--- config.mk ---
export PLATFORM = sky130hd
export DESIGN_NAME = dvpc_top
export DESIGN_NICKNAME = d
export VERILOG_FILES = /design/src/common/dvpc_pkg.sv /design/src/rtl/dvpc_atten.sv /design/src/rtl/dvpc_top.sv
export SDC_FILE = /design/constraint.sdc
export NUM_CORES = 2
export LEC_CHECK = 0
export BUFFER_PORTS_ARGS = -buffer_cell sky130_fd_sc_hd__buf_2
export CAP_MARGIN = 20
export CORE_AREA = 5 5 341 343
export DETAILED_ROUTE_END_ITERATION = 10
export DIE_AREA = 0 0 346 348
export SLEW_MARGIN = 25
export SYNTH_ARGS = -nofsm -noshare
export SYNTH_HDL_FRONTEND = slang
export SYNTH_HIERARCHICAL = 1
export SYNTH_SLANG_ARGS = --single-unit
export TNS_END_PERCENT = 1
--- constraint.sdc ---
create_clock -name aclk -period 12.8 [get_ports aclk]
set_input_delay 1.92 -clock aclk [delete_from_list [all_inputs] [get_ports aclk]]
set_output_delay 1.92 -clock aclk [all_outputs]
set_load 0.005 [all_outputs]
--- src/common/dvpc_pkg.sv ---
`default_nettype none
package dvpc_pkg;

  // ----------------------------------------------------------------
  // Clock and times
  // ----------------------------------------------------------------
  localparam logic [31:0] CLK_MHZ    = 32'd100;
  localparam logic [31:0] T_10_US    = 32'd10;
  localparam logic [31:0] T_100_US   = 32'd100;
  localparam logic [31:0] T_1_MS     = 32'd1;
  localparam logic [31:0] T_2_MS     = 32'd2;
  localparam logic [31:0] T_4_MS     = 32'd4;
  localparam logic [31:0] T_10_MS    = 32'd10;
  localparam logic [31:0] T_50_MS    = 32'd50;
  localparam logic [31:0] T_100_MS   = 32'd100;
  localparam logic [31:0] T_200_MS   = 32'd200;
  localparam logic [31:0] T_400_MS   = 32'd400;
  localparam logic [31:0] T_800_MS   = 32'd800;
  localparam logic [31:0] T_2_S      = 32'd2;
  localparam logic [31:0] T_4_S      = 32'd4;
  localparam logic [31:0] CYC_10US   = T_10_US * CLK_MHZ;
  localparam logic [31:0] CYC_100US  = T_100_US * CLK_MHZ;
  localparam logic [31:0] CYC_1MS    = T_1_MS * 32'd1000 * CLK_MHZ;
  localparam logic [31:0] CYC_2MS    = T_2_MS * 32'd1000 * CLK_MHZ;
  localparam logic [31:0] CYC_4MS    = T_4_MS * 32'd1000 * CLK_MHZ;
  localparam logic [31:0] CYC_10MS   = T_10_MS * 32'd1000 * CLK_MHZ;
  localparam logic [31:0] CYC_50MS   = T_50_MS * 32'd1000 * CLK_MHZ;
  localparam logic [31:0] CYC_100MS  = T_100_MS * 32'd1000 * CLK_MHZ;
  localparam logic [31:0] CYC_200MS  = T_200_MS * 32'd1000 * CLK_MHZ;
  localparam logic [31:0] CYC_400MS  = T_400_MS * 32'd1000 * CLK_MHZ;
  localparam logic [31:0] CYC_800MS  = T_800_MS * 32'd1000 * CLK_MHZ;
  localparam logic [31:0] CYC_2S     = T_2_S * 32'd1000000 * CLK_MHZ;
  localparam logic [31:0] CYC_4S     = T_4_S * 32'd1000000 * CLK_MHZ;

  // ----------------------------------------------------------------
  // Register map (indices, byte address is four times the index)
  // ----------------------------------------------------------------
  localparam int          ADDR_W     = 10;
  localparam logic [7:0]  IDX_LINK   = 8'h29;
  localparam logic [7:0]  IDX_POP    = 8'h2a;
  localparam logic [7:0]  IDX_LVOL   = 8'h2b;
  localparam logic [7:0]  IDX_RVOL   = 8'h2c;
  localparam logic [7:0]  IDX_CTRL   = 8'h30;
  localparam logic [7:0]  IDX_STAT   = 8'h31;

  // ----------------------------------------------------------------
  // Fields and reset values
  // ----------------------------------------------------------------
  localparam int          WAIT_MSB   = 7;
  localparam int          WAIT_LSB   = 4;
  localparam int          STEP_MSB   = 3;
  localparam int          STEP_LSB   = 2;
  localparam int          VCM_BIT    = 1;
  localparam int          MUTE_BIT   = 7;
  localparam logic [7:0]  POP_RST    = 8'h00;
  localparam logic [7:0]  VOL_RST    = 8'h80;
  localparam logic [1:0]  LINK_RST   = 2'h0;
  localparam logic [1:0]  LINK_L_FR  = 2'h1;
  localparam logic [1:0]  LINK_R_FL  = 2'h2;
  localparam logic        CTRL_RST   = 1'b0;
  localparam logic [2:0]  RAMP_TOP   = 3'h7;
  localparam logic [1:0]  RESP_OKAY  = 2'h0;
  localparam logic [1:0]  RESP_SLV   = 2'h2;

  typedef enum logic [3:0] {
    DVPC_OFF  = 4'h1,
    DVPC_WAIT = 4'h2,
    DVPC_RAMP = 4'h4,
    DVPC_ON   = 4'h8
  } dvpc_state_t;

endpackage
`default_nettype wire

--- src/rtl/dvpc_atten.sv ---
`timescale 1ns/100ps
`default_nettype none
module dvpc_atten (
  // Clock and reset
  input  wire logic               aclk,
  input  wire logic               aresetn,
  // Setting
  input  wire logic [7:0]         vol,
  // Samples
  input  wire logic signed [15:0] smp_in,
  input  wire logic               smp_in_valid,
  output logic signed [15:0]      smp_out,
  output logic                    smp_out_valid
);

  // ----------------------------------------------------------------
  // Gain lookup
  // ----------------------------------------------------------------
  // Six dB is taken as one right shift; the 0.02 dB error per octave
  // was traded for a twelve-entry table instead of 128 entries.
  function automatic logic [15:0] frac_gain(input logic [3:0] k);
    case (k)
      4'h0:    frac_gain = 16'h8000;
      4'h1:    frac_gain = 16'h78d7;
      4'h2:    frac_gain = 16'h7215;
      4'h3:    frac_gain = 16'h6bb3;
      4'h4:    frac_gain = 16'h65ad;
      4'h5:    frac_gain = 16'h5ffd;
      4'h6:    frac_gain = 16'h5a9e;
      4'h7:    frac_gain = 16'h558c;
      4'h8:    frac_gain = 16'h50c3;
      4'h9:    frac_gain = 16'h4c3f;
      4'ha:    frac_gain = 16'h47fb;
      default: frac_gain = 16'h43f4;
    endcase
  endfunction

  logic [6:0]         code;
  logic [3:0]         shift;
  logic [3:0]         fine;
  logic signed [32:0] prod;

  assign code  = vol[6:0];
  assign shift = 4'(code / 7'd12);
  assign fine  = 4'(code % 7'd12);
  assign prod  = (33'(smp_in) * $signed({1'b0, frac_gain(fine)})) >>> 15;

  // ----------------------------------------------------------------
  // Output register
  // ----------------------------------------------------------------
  always_ff @(posedge aclk) begin
    if (!aresetn) begin
      smp_out <= 16'sh0000;
    end else if (smp_in_valid) begin
      if (vol[dvpc_pkg::MUTE_BIT]) begin
        smp_out <= 16'sh0000;
      end else begin
        smp_out <= 16'(prod >>> shift);
      end
    end
  end

  always_ff @(posedge aclk) begin
    if (!aresetn) begin
      smp_out_valid <= 1'b0;
    end else begin
      smp_out_valid <= smp_in_valid;
    end
  end

endmodule
`default_nettype wire

--- src/rtl/dvpc_top.sv ---
// The AXI4-Lite register port is this design's own decision.
`timescale 1ns/100ps
`default_nettype none
module dvpc_top #(
  parameter logic [31:0] CYC_100US = dvpc_pkg::CYC_100US,
  parameter logic [31:0] CYC_1MS   = dvpc_pkg::CYC_1MS,
  parameter logic [31:0] CYC_2MS   = dvpc_pkg::CYC_2MS,
  parameter logic [31:0] CYC_4MS   = dvpc_pkg::CYC_4MS,
  parameter logic [31:0] CYC_10MS  = dvpc_pkg::CYC_10MS,
  parameter logic [31:0] CYC_50MS  = dvpc_pkg::CYC_50MS,
  parameter logic [31:0] CYC_100MS = dvpc_pkg::CYC_100MS,
  parameter logic [31:0] CYC_200MS = dvpc_pkg::CYC_200MS,
  parameter logic [31:0] CYC_400MS = dvpc_pkg::CYC_400MS,
  parameter logic [31:0] CYC_800MS = dvpc_pkg::CYC_800MS,
  parameter logic [31:0] CYC_2S    = dvpc_pkg::CYC_2S,
  parameter logic [31:0] CYC_4S    = dvpc_pkg::CYC_4S
) (
  // Clock and reset
  input  wire logic                   aclk,
  input  wire logic                   aresetn,
  // AXI4-Lite write address
  input  wire logic [9:0]             s_axi_awaddr,
  input  wire logic [2:0]             s_axi_awprot,
  input  wire logic                   s_axi_awvalid,
  output logic                        s_axi_awready,
  // AXI4-Lite write data
  input  wire logic [31:0]            s_axi_wdata,
  input  wire logic [3:0]             s_axi_wstrb,
  input  wire logic                   s_axi_wvalid,
  output logic                        s_axi_wready,
  // AXI4-Lite write response
  output logic [1:0]                  s_axi_bresp,
  output logic                        s_axi_bvalid,
  input  wire logic                   s_axi_bready,
  // AXI4-Lite read address
  input  wire logic [9:0]             s_axi_araddr,
  input  wire logic [2:0]             s_axi_arprot,
  input  wire logic                   s_axi_arvalid,
  output logic                        s_axi_arready,
  // AXI4-Lite read data
  output logic [31:0]                 s_axi_rdata,
  output logic [1:0]                  s_axi_rresp,
  output logic                        s_axi_rvalid,
  input  wire logic                   s_axi_rready,
  // DAC samples
  input  wire logic signed [15:0]     dac_l_in,
  input  wire logic signed [15:0]     dac_r_in,
  input  wire logic                   dac_in_valid,
  output logic signed [15:0]          dac_l_out,
  output logic signed [15:0]          dac_r_out,
  output logic                        dac_out_valid,
  // Output driver control
  output logic                        drv_powered,
  output logic [2:0]                  drv_ramp_level,
  output logic                        vcm_bandgap_sel
);

  // ----------------------------------------------------------------
  // Delay decode
  // ----------------------------------------------------------------
  // Reserved wait codes fall back to the longest wait.
  function automatic logic [31:0] wait_cycles(input logic [3:0] c);
    case (c)
      4'h0:    wait_cycles = 32'h0;
      4'h1:    wait_cycles = dvpc_pkg::CYC_10US;
      4'h2:    wait_cycles = CYC_100US;
      4'h3:    wait_cycles = CYC_1MS;
      4'h4:    wait_cycles = CYC_10MS;
      4'h5:    wait_cycles = CYC_50MS;
      4'h6:    wait_cycles = CYC_100MS;
      4'h7:    wait_cycles = CYC_200MS;
      4'h8:    wait_cycles = CYC_400MS;
      4'h9:    wait_cycles = CYC_800MS;
      4'ha:    wait_cycles = CYC_2S;
      default: wait_cycles = CYC_4S;
    endcase
  endfunction

  function automatic logic [31:0] step_cycles(input logic [1:0] c);
    case (c)
      2'h0:    step_cycles = 32'h0;
      2'h1:    step_cycles = CYC_1MS;
      2'h2:    step_cycles = CYC_2MS;
      default: step_cycles = CYC_4MS;
    endcase
  endfunction

  // ----------------------------------------------------------------
  // Register bus
  // ----------------------------------------------------------------
  logic [7:0]              pop_r;
  logic [7:0]              lvol_r;
  logic [7:0]              rvol_r;
  logic [1:0]              link_r;
  logic                    ctrl_en_r;
  logic                    aw_got_r;
  logic                    w_got_r;
  logic [7:0]              aw_idx_r;
  logic [7:0]              wd_r;
  logic                    wstb_r;
  logic                    do_write;
  logic                    wr_hit;
  logic [7:0]              ar_idx;
  logic [31:0]             rd_val;
  logic                    rd_hit;
  dvpc_pkg::dvpc_state_t   st_r;

  assign s_axi_awready = !aw_got_r && !s_axi_bvalid;
  assign s_axi_wready  = !w_got_r && !s_axi_bvalid;
  assign s_axi_arready = !s_axi_rvalid;
  assign do_write      = aw_got_r && w_got_r && !s_axi_bvalid;
  assign ar_idx        = s_axi_araddr[9:2];

  always_comb begin
    case (aw_idx_r)
      dvpc_pkg::IDX_LINK, dvpc_pkg::IDX_POP, dvpc_pkg::IDX_LVOL,
      dvpc_pkg::IDX_RVOL, dvpc_pkg::IDX_CTRL, dvpc_pkg::IDX_STAT: begin
        wr_hit = 1'b1;
      end
      default: begin
        wr_hit = 1'b0;
      end
    endcase
  end

  always_ff @(posedge aclk) begin
    if (!aresetn) begin
      aw_got_r <= 1'b0;
      aw_idx_r <= 8'h00;
    end else if (s_axi_awvalid && s_axi_awready) begin
      aw_got_r <= 1'b1;
      aw_idx_r <= s_axi_awaddr[9:2];
    end else if (do_write) begin
      aw_got_r <= 1'b0;
    end
  end

  always_ff @(posedge aclk) begin
    if (!aresetn) begin
      w_got_r <= 1'b0;
      wd_r    <= 8'h00;
      wstb_r  <= 1'b0;
    end else if (s_axi_wvalid && s_axi_wready) begin
      w_got_r <= 1'b1;
      wd_r    <= s_axi_wdata[7:0];
      wstb_r  <= s_axi_wstrb[0];
    end else if (do_write) begin
      w_got_r <= 1'b0;
    end
  end

  always_ff @(posedge aclk) begin
    if (!aresetn) begin
      s_axi_bvalid <= 1'b0;
      s_axi_bresp  <= dvpc_pkg::RESP_OKAY;
    end else if (do_write) begin
      s_axi_bvalid <= 1'b1;
      s_axi_bresp  <= wr_hit ? dvpc_pkg::RESP_OKAY : dvpc_pkg::RESP_SLV;
    end else if (s_axi_bready) begin
      s_axi_bvalid <= 1'b0;
    end
  end

  // Reserved POP bits are stored as written, LINK keeps bits 1:0 and CTRL bit 0 only; software keeps them legal.
  always_ff @(posedge aclk) begin
    if (!aresetn) begin
      pop_r     <= dvpc_pkg::POP_RST;
      lvol_r    <= dvpc_pkg::VOL_RST;
      rvol_r    <= dvpc_pkg::VOL_RST;
      link_r    <= dvpc_pkg::LINK_RST;
      ctrl_en_r <= dvpc_pkg::CTRL_RST;
    end else if (do_write && wstb_r) begin
      case (aw_idx_r)
        dvpc_pkg::IDX_POP:  pop_r     <= wd_r;
        dvpc_pkg::IDX_LVOL: lvol_r    <= wd_r;
        dvpc_pkg::IDX_RVOL: rvol_r    <= wd_r;
        dvpc_pkg::IDX_LINK: link_r    <= wd_r[1:0];
        dvpc_pkg::IDX_CTRL: ctrl_en_r <= wd_r[0];
        default:            ctrl_en_r <= ctrl_en_r;
      endcase
    end
  end

  always_comb begin
    rd_hit = 1'b1;
    case (ar_idx)
      dvpc_pkg::IDX_LINK: rd_val = {30'h0, link_r};
      dvpc_pkg::IDX_POP:  rd_val = {24'h0, pop_r};
      dvpc_pkg::IDX_LVOL: rd_val = {24'h0, lvol_r};
      dvpc_pkg::IDX_RVOL: rd_val = {24'h0, rvol_r};
      dvpc_pkg::IDX_CTRL: rd_val = {31'h0, ctrl_en_r};
      dvpc_pkg::IDX_STAT: rd_val = {27'h0, drv_ramp_level,
                                    st_r == dvpc_pkg::DVPC_RAMP,
                                    drv_powered};
      default: begin
        rd_val = 32'h0;
        rd_hit = 1'b0;
      end
    endcase
  end

  always_ff @(posedge aclk) begin
    if (!aresetn) begin
      s_axi_rvalid <= 1'b0;
      s_axi_rdata  <= 32'h0;
      s_axi_rresp  <= dvpc_pkg::RESP_OKAY;
    end else if (s_axi_arvalid && s_axi_arready) begin
      s_axi_rvalid <= 1'b1;
      s_axi_rdata  <= rd_val;
      s_axi_rresp  <= rd_hit ? dvpc_pkg::RESP_OKAY : dvpc_pkg::RESP_SLV;
    end else if (s_axi_rready) begin
      s_axi_rvalid <= 1'b0;
    end
  end

  // ----------------------------------------------------------------
  // Driver power-up sequencer
  // ----------------------------------------------------------------
  logic [31:0] cnt_r;
  logic        cnt_done;

  assign cnt_done = cnt_r <= 32'h1;

  always_ff @(posedge aclk) begin
    if (!aresetn) begin
      st_r           <= dvpc_pkg::DVPC_OFF;
      cnt_r          <= 32'h0;
      drv_ramp_level <= 3'h0;
    end else if (!ctrl_en_r) begin
      st_r           <= dvpc_pkg::DVPC_OFF;
      cnt_r          <= 32'h0;
      drv_ramp_level <= 3'h0;
    end else begin
      case (st_r)
        dvpc_pkg::DVPC_OFF: begin
          st_r  <= dvpc_pkg::DVPC_WAIT;
          cnt_r <= wait_cycles(pop_r[dvpc_pkg::WAIT_MSB:
                                     dvpc_pkg::WAIT_LSB]);
        end
        dvpc_pkg::DVPC_WAIT: begin
          if (cnt_done) begin
            st_r  <= dvpc_pkg::DVPC_RAMP;
            cnt_r <= step_cycles(pop_r[dvpc_pkg::STEP_MSB:
                                       dvpc_pkg::STEP_LSB]);
          end else begin
            cnt_r <= cnt_r - 32'h1;
          end
        end
        dvpc_pkg::DVPC_RAMP: begin
          if (cnt_done) begin
            drv_ramp_level <= drv_ramp_level + 3'h1;
            cnt_r <= step_cycles(pop_r[dvpc_pkg::STEP_MSB:
                                       dvpc_pkg::STEP_LSB]);
            if (drv_ramp_level == dvpc_pkg::RAMP_TOP - 3'h1) begin
              st_r <= dvpc_pkg::DVPC_ON;
            end
          end else begin
            cnt_r <= cnt_r - 32'h1;
          end
        end
        dvpc_pkg::DVPC_ON: begin
          st_r <= dvpc_pkg::DVPC_ON;
        end
        default: begin
          st_r <= dvpc_pkg::DVPC_OFF;
        end
      endcase
    end
  end

  always_ff @(posedge aclk) begin
    if (!aresetn) begin
      drv_powered     <= 1'b0;
      vcm_bandgap_sel <= 1'b0;
    end else begin
      drv_powered     <= st_r == dvpc_pkg::DVPC_RAMP ||
                         st_r == dvpc_pkg::DVPC_ON;
      vcm_bandgap_sel <= pop_r[dvpc_pkg::VCM_BIT];
    end
  end

  // ----------------------------------------------------------------
  // Digital volume
  // ----------------------------------------------------------------
  logic [7:0] l_eff;
  logic [7:0] r_eff;

  assign l_eff = (link_r == dvpc_pkg::LINK_L_FR) ? rvol_r : lvol_r;
  assign r_eff = (link_r == dvpc_pkg::LINK_R_FL) ? lvol_r : rvol_r;

  dvpc_atten u_left (
    .aclk          (aclk),
    .aresetn       (aresetn),
    .vol           (l_eff),
    .smp_in        (dac_l_in),
    .smp_in_valid  (dac_in_valid),
    .smp_out       (dac_l_out),
    .smp_out_valid (dac_out_valid)
  );

  dvpc_atten u_right (
    .aclk          (aclk),
    .aresetn       (aresetn),
    .vol           (r_eff),
    .smp_in        (dac_r_in),
    .smp_in_valid  (dac_in_valid),
    .smp_out       (dac_r_out),
    .smp_out_valid ()
  );

endmodule
`default_nettype wire

After elaboration in Yosys (flattened, before gate mapping)
Memories as Yosys holds them, arrays and structs flattened. A register that Yosys moved wholly into a read port is not among the register bits.
Index checks and enable logic that the tools add are counted.
Word-level totals
  register bits after elaboration: 158
  output and inout port bits: 79
  memories kept: 3
  bits in read-only memories: 928
Cells by class
  muxes and demuxes: 25
  reductions and logical operators: 30
  shift-type cells: 2
  eq/ne operators: 24
  multipliers: 2
  divide/modulo/power cells: 4
  order comparisons: 1
  $add $sub $neg: 2
Memories
  (no name shown): depth 16, bits a word 26, rd ports 1, clocked after Yosys merged registers in 1, wr ports 0, line dvpc_top.sv:63  | case (c)
  (no name shown): depth 16, bits a word 16, rd ports 1, clocked after Yosys merged registers in 0, wr ports 0, line dvpc_atten.sv:22  | case (k)
  (no name shown): depth 16, bits a word 16, rd ports 1, clocked after Yosys merged registers in 0, wr ports 0, line dvpc_atten.sv:22
Operators with widths (number)
  equality test 8 x 6 -> 1 bit (second input constant): 12
  multiplier 16 x 17 -> 33 bit: 2
  case mux 32 bit (2 select lines): 1
  case mux 19 bit (3 select lines): 1
  case mux 8 bit (6 select lines): 1
  >>> shifter 18 x 4 -> 16 bit: 2
  less-or-equal comparator 32 x 1 -> 1 bit (second input constant): 1
  2-to-1 mux 16 bit: 2
  2-to-1 mux 32 bit: 1
  subtractor 32 x 1 -> 32 bit (second input constant): 1
  2-to-1 mux 4 bit: 5
  2-to-1 mux 8 bit: 2
  case mux 4 bit (4 select lines): 1
  divider 7 x 4 -> 7 bit (second input constant): 2
  modulo 7 x 4 -> 7 bit (second input constant): 2
  AND reduction 2 bit: 7
  OR reduction 6 bit: 2
  nonzero test 2 bit: 5
  2-to-1 mux 1 bit: 9
  logical AND 1 bit: 8
  equality test 2 x 1 -> 1 bit (second input constant): 2
  equality test 2 bit (second input constant): 2
  equality test 4 x 1 -> 1 bit (second input constant): 1
  equality test 4 x 2 -> 1 bit (second input constant): 1
  other kinds (12): 17

Logic depth before layout (Yosys ltp)
An unclocked memory read counts as a cell.
  depth in word-level cells: 7
  gate-level depth with buffers: 40

Hierarchy
Netlist, hierarchy kept.
Modules (own cells, without submodules)
  dvpc_atten (u_left): cells each 1410, area each 11424.7 um2, instances 1
  dvpc_atten (u_right): cells each 1357, area each 11172.0 um2, instances 1
  dvpc_top: cells each 783, area each 6414.9 um2, instances 1

Least setup slack after synthesis
OpenSTA, ideal clock, no wires.
  path kind: register -> register
  start: reg link_r[1]
  end: reg u_right.smp_out[0]
  data required time: 12676 ps
  setup slack: 3377 ps
  path buffers: 5
  setup time: 124 ps
  cell stages (with the launch flop): 36
  data arrival time: 9299 ps
  path through: dfxtp_1 > nor2b_1 > clkbuf_1 > mux2_2 > buf_6 > nor2b_1 > a21o_1 > a2111oi_0 > a22oi_1 > clkbuf_1 > and2_1 > fa_1 > inv_1 > fa_1 > fa_1 > inv_1 > fa_1 > fa_1 > inv_1 > fa_1 > inv_1 > ha_1 > clkbuf_1 > nand2_1 > nor2_1 > nand2_1 > o21ai_0 > nand2_1 > o41a_1 > and3_4 > buf_6 > xnor2_1 > mux2_2 > mux2i_1 > nor3_1 > a2111o_1
On the way
  word-level cells in the longest chain between the ends: 7
  elaborated cells between the ends (all ways): 8
Ends and longest elaborated chain
  start, declared: line dvpc_top.sv:94  | logic [1:0] link_r;
  start signal, assigned: line dvpc_top.sv:170  | link_r <= dvpc_pkg::LINK_RST;
  start signal, assigned: line dvpc_top.sv:177  | dvpc_pkg::IDX_LINK: link_r <= wd_r[1:0];
  equality test 2 bit *: line dvpc_top.sv:289  | assign r_eff = (link_r == dvpc_pkg::LINK_R_FL) ? lvol_r : rvol_r;
  2-to-1 mux 8 bit *: line dvpc_top.sv:289
  net r_eff[3]: line dvpc_top.sv:286  | logic [7:0] r_eff;
  modulo 7 x 4 -> 7 bit: line dvpc_atten.sv:45  | assign fine = 4'(code % 7'd12);
  memory read (16 x 16 bit)
  multiplier 16 x 17 -> 33 bit: line dvpc_atten.sv:46  | assign prod = (33'(smp_in) * $signed({1'b0, frac_gain(fine)})) >>> 15;
  >>> shifter 18 x 4 -> 16 bit *: line dvpc_atten.sv:58  | smp_out <= 16'(prod >>> shift);
  2-to-1 mux 16 bit *: line dvpc_atten.sv:55  | if (vol[dvpc_pkg::MUTE_BIT]) begin
  end signal, assigned: line dvpc_atten.sv:58
  end, declared: line dvpc_atten.sv:12  | output logic signed [15:0] smp_out,
Mark *: on every way through the listed nets, which the timed path passes. The rest lies on a longest branch.
A chain may end at the register's enable or synchronous reset.

Final worst setup path
  start: reg link_r[1]
  end: reg u_right.smp_out[5]
Same word-level chain as after synthesis.

==> metrics list <==
- The library cell used most frequently in the layout, excluding fill and tap cells, is sky130_fd_sc_hd__inv_1.
- The worst setup path is captured at a flip-flop.
* ANT nets after route: 0
* Initial core utilization: 25.6%
- The critical path runs through a total of 33 cells.
* Clk slew on worst S/H paths: 0.07 ns
- Leakage: 15.0 nW
- Num ports: 181
- Horizontal die dimension: 346 um
- Hold repair after CTS inserted 0 buffers.
- Slowest cell on the critical path: sky130_fd_sc_hd__nor2b_1
- Growth of design area from synthesis to finish: 8.78%
* Global-route wire length before repair: 135 mm
- Worst Max-Slew Pin Slew: 1.11 ns
- Maximum fanout count along the critical path: 17
* Mapped Area: 0.0290 mm2
- Clock latency on the worst-skew pair, taken at its later pin, is 0.47 ns.
- For this run, the slowest stage of the critical path takes 0.61 ns.
- STA classifies the critical path startpoint as a flip-flop.
- Gate family responsible for the most delay along the worst path: adder cells
- The tightest hold path in the finished design has a slack of 0.439 ns.
- Power density of the placed cells: 49.0 mW/mm2
- CTS saw 158 sinks.
* Antenna violations before repair: 3
- Cell area after placement: 0.0309 mm2
- The clock arrives with 0.0160 ns of skew.
* Period utilization: 84.7%
* Detailed placer's ending HPWL: 66.2 mm
* Critical path data required time: 13.19 ns
- In this run the worst setup path begins at link_r[1].
- Depth of the worst hold-timing path: 2
* Core Box Area: 0.113 mm2
- Max frequency: 92.3 MHz
- Area occupied by multi-input gates: 0.0231 mm2
* Fraction of layout cells with a size suffix above 1: 7.78%
* Final-report setup violation count: 0
- Outcome: completed
* Reg area: 0.00316 mm2
* Net count of the finished layout: 4287
- Synthesized instance count: 3548
- The H-tree generated during clock tree synthesis spans 4 levels.
* Number of CTS-inserted buffers: 17
- Largest net degree at the start of global routing: 34
- The worst setup path is of the flip-flop to flip-flop kind.
- CTS resizes: 0
- Dividing the synthesized area by the synthesized cell count gives 8.17 um2.
- RD Place Congestion: 0.879
- Fill cells in the final layout number 12.4k.
- The tree is rooted in a sky130_fd_sc_hd__clkbuf_16.
- Area of all placed cells without fillers: 0.0315 mm2
* Post CTS Setup Buffer Count: 0
- In this run the worst hold path is classified as flip-flop to flip-flop.
- IR analysis of the VDD net gives a maximum drop of 0.0860 mV.
* Worst R2R Path Depth: 33
* Die span in y: 348 um
* Detailed-router iteration count before antenna repair: 5
* Number of pins exceeding their max-slew limit in the final report: 0
- Worst R2R End: u_right/smp_out[5]
- Cell repeated most along the worst path: sky130_fd_sc_hd__fa_1
- During placement, the flow inserted port buffers numbering 117.
- Max Buffers Root-to-Sink: 2
- Summed over all failing endpoints, the final setup total negative slack is 0 ns.
- Overall global routing resource usage: 13.7%
- Drt total wl: 83.8 mm
- Number of DRC violations after detailed-routing iteration 0: 1710
- Most frequent cells in the layout: sky130_fd_sc_hd__inv_1 (533), sky130_fd_sc_hd__nand2_1 (468), sky130_fd_sc_hd__fa_1 (386)
- TritonCTS built the clock tree.
- PnR Total Power: 1.55 mW
* Total number of vias: 24.5k
- Total congestion overflow after global routing: 0
* Slew headroom: 25.6%
- Data arrives at the worst endpoint at 11.23 ns.
- Synthesis Warnings: 6
- The number of hold-slack violations in the final timing report is 0.
- Setup repair after global routing left no endpoint under its margin.
* FF-to-FF setup slack: 1.96 ns
- In this run the worst setup path terminates at u_right/smp_out[5].
- Dividing the detail-routed via count by the number of cells gives 4.83.
- Dividing the detail-routed wire length by the instance count gives 16.6 um.
- The floorplan step defined a die boundary enclosing 0.120 mm2.
* Residual DRC: 0
- Maximum capacitance violations: 0
- The startpoint identified for the worst register-to-register timing path is link_r[1].
- Post-layout minimum cycle time: 10.84 ns
* Worst Path Buf+Inv: 4
- Cell Rows: 124
- Via count of the first global-routing pass: 24.4k
tightest hold or removal path: cells and delay by family, from the launching register on:
family | cells | cell delay, ns
DFF | 1 | 0.31
and+or+nand+nor | 2 | 0.09
how the worst min path moves through the flow:
stage,slack (ns),end,startpoint
after global routing,0.47,wstb_r,wstb_r
after floorplan,0.42,cnt_r[7],flip-flop
after detailed placement,0.43,u_right/smp_out[12],u_right/smp_out[12]
after global placement,0.43,u_right/smp_out[12],u_right/smp_out[12]
final,0.44,u_right/smp_out[12],u_right/smp_out[12]
after CTS,0.44,u_right/smp_out[12],u_right/smp_out[12]
through the flow:
stage | instances | setup slack (ns) | util, %
finish | 5061 | 1.96 | 27.8
global route | 5060 | 1.39 | 27.8
CTS | 5060 | 2.00 | 27.8
detailed placement | 5028 | 2.05 | 27.3
global placement | 5028 | 2.14 | 27.3
floorplan | 3573 | 3.38 | -
layout make-up:
type	count	area share, %
Multi-Input combinational cell	2676	73.1
Sequential cell	158	10.0
Inverter	535	6.37
Tap cell	1512	6.00
Timing Repair Buffer	147	2.57
Clock buffer	17	1.35
Clock inverter	15	0.536
Antenna cell	1	0.00794
metal layers:
metal | part of all wire [%] | vias up | global-route usage (%)
met2 | 47 | 640 | 22.6
met4 | 1.3 | 2 | 2.52
met1 | 46 | 12200 | 18.9
li1 | - | 11600 | -
met3 | 6.1 | 76 | 2.59
met5 | 0.024 | - | 0
power breakdown:
group	internal (mW)	switching (mW)	leakage [nW]
combinational	0.186	0.332	13.4
clock	0.262	0.261	0.289
sequential	0.498	0.00700	1.28
total	0.946	0.599	15.0
Power figures use the tool's default switching activity.
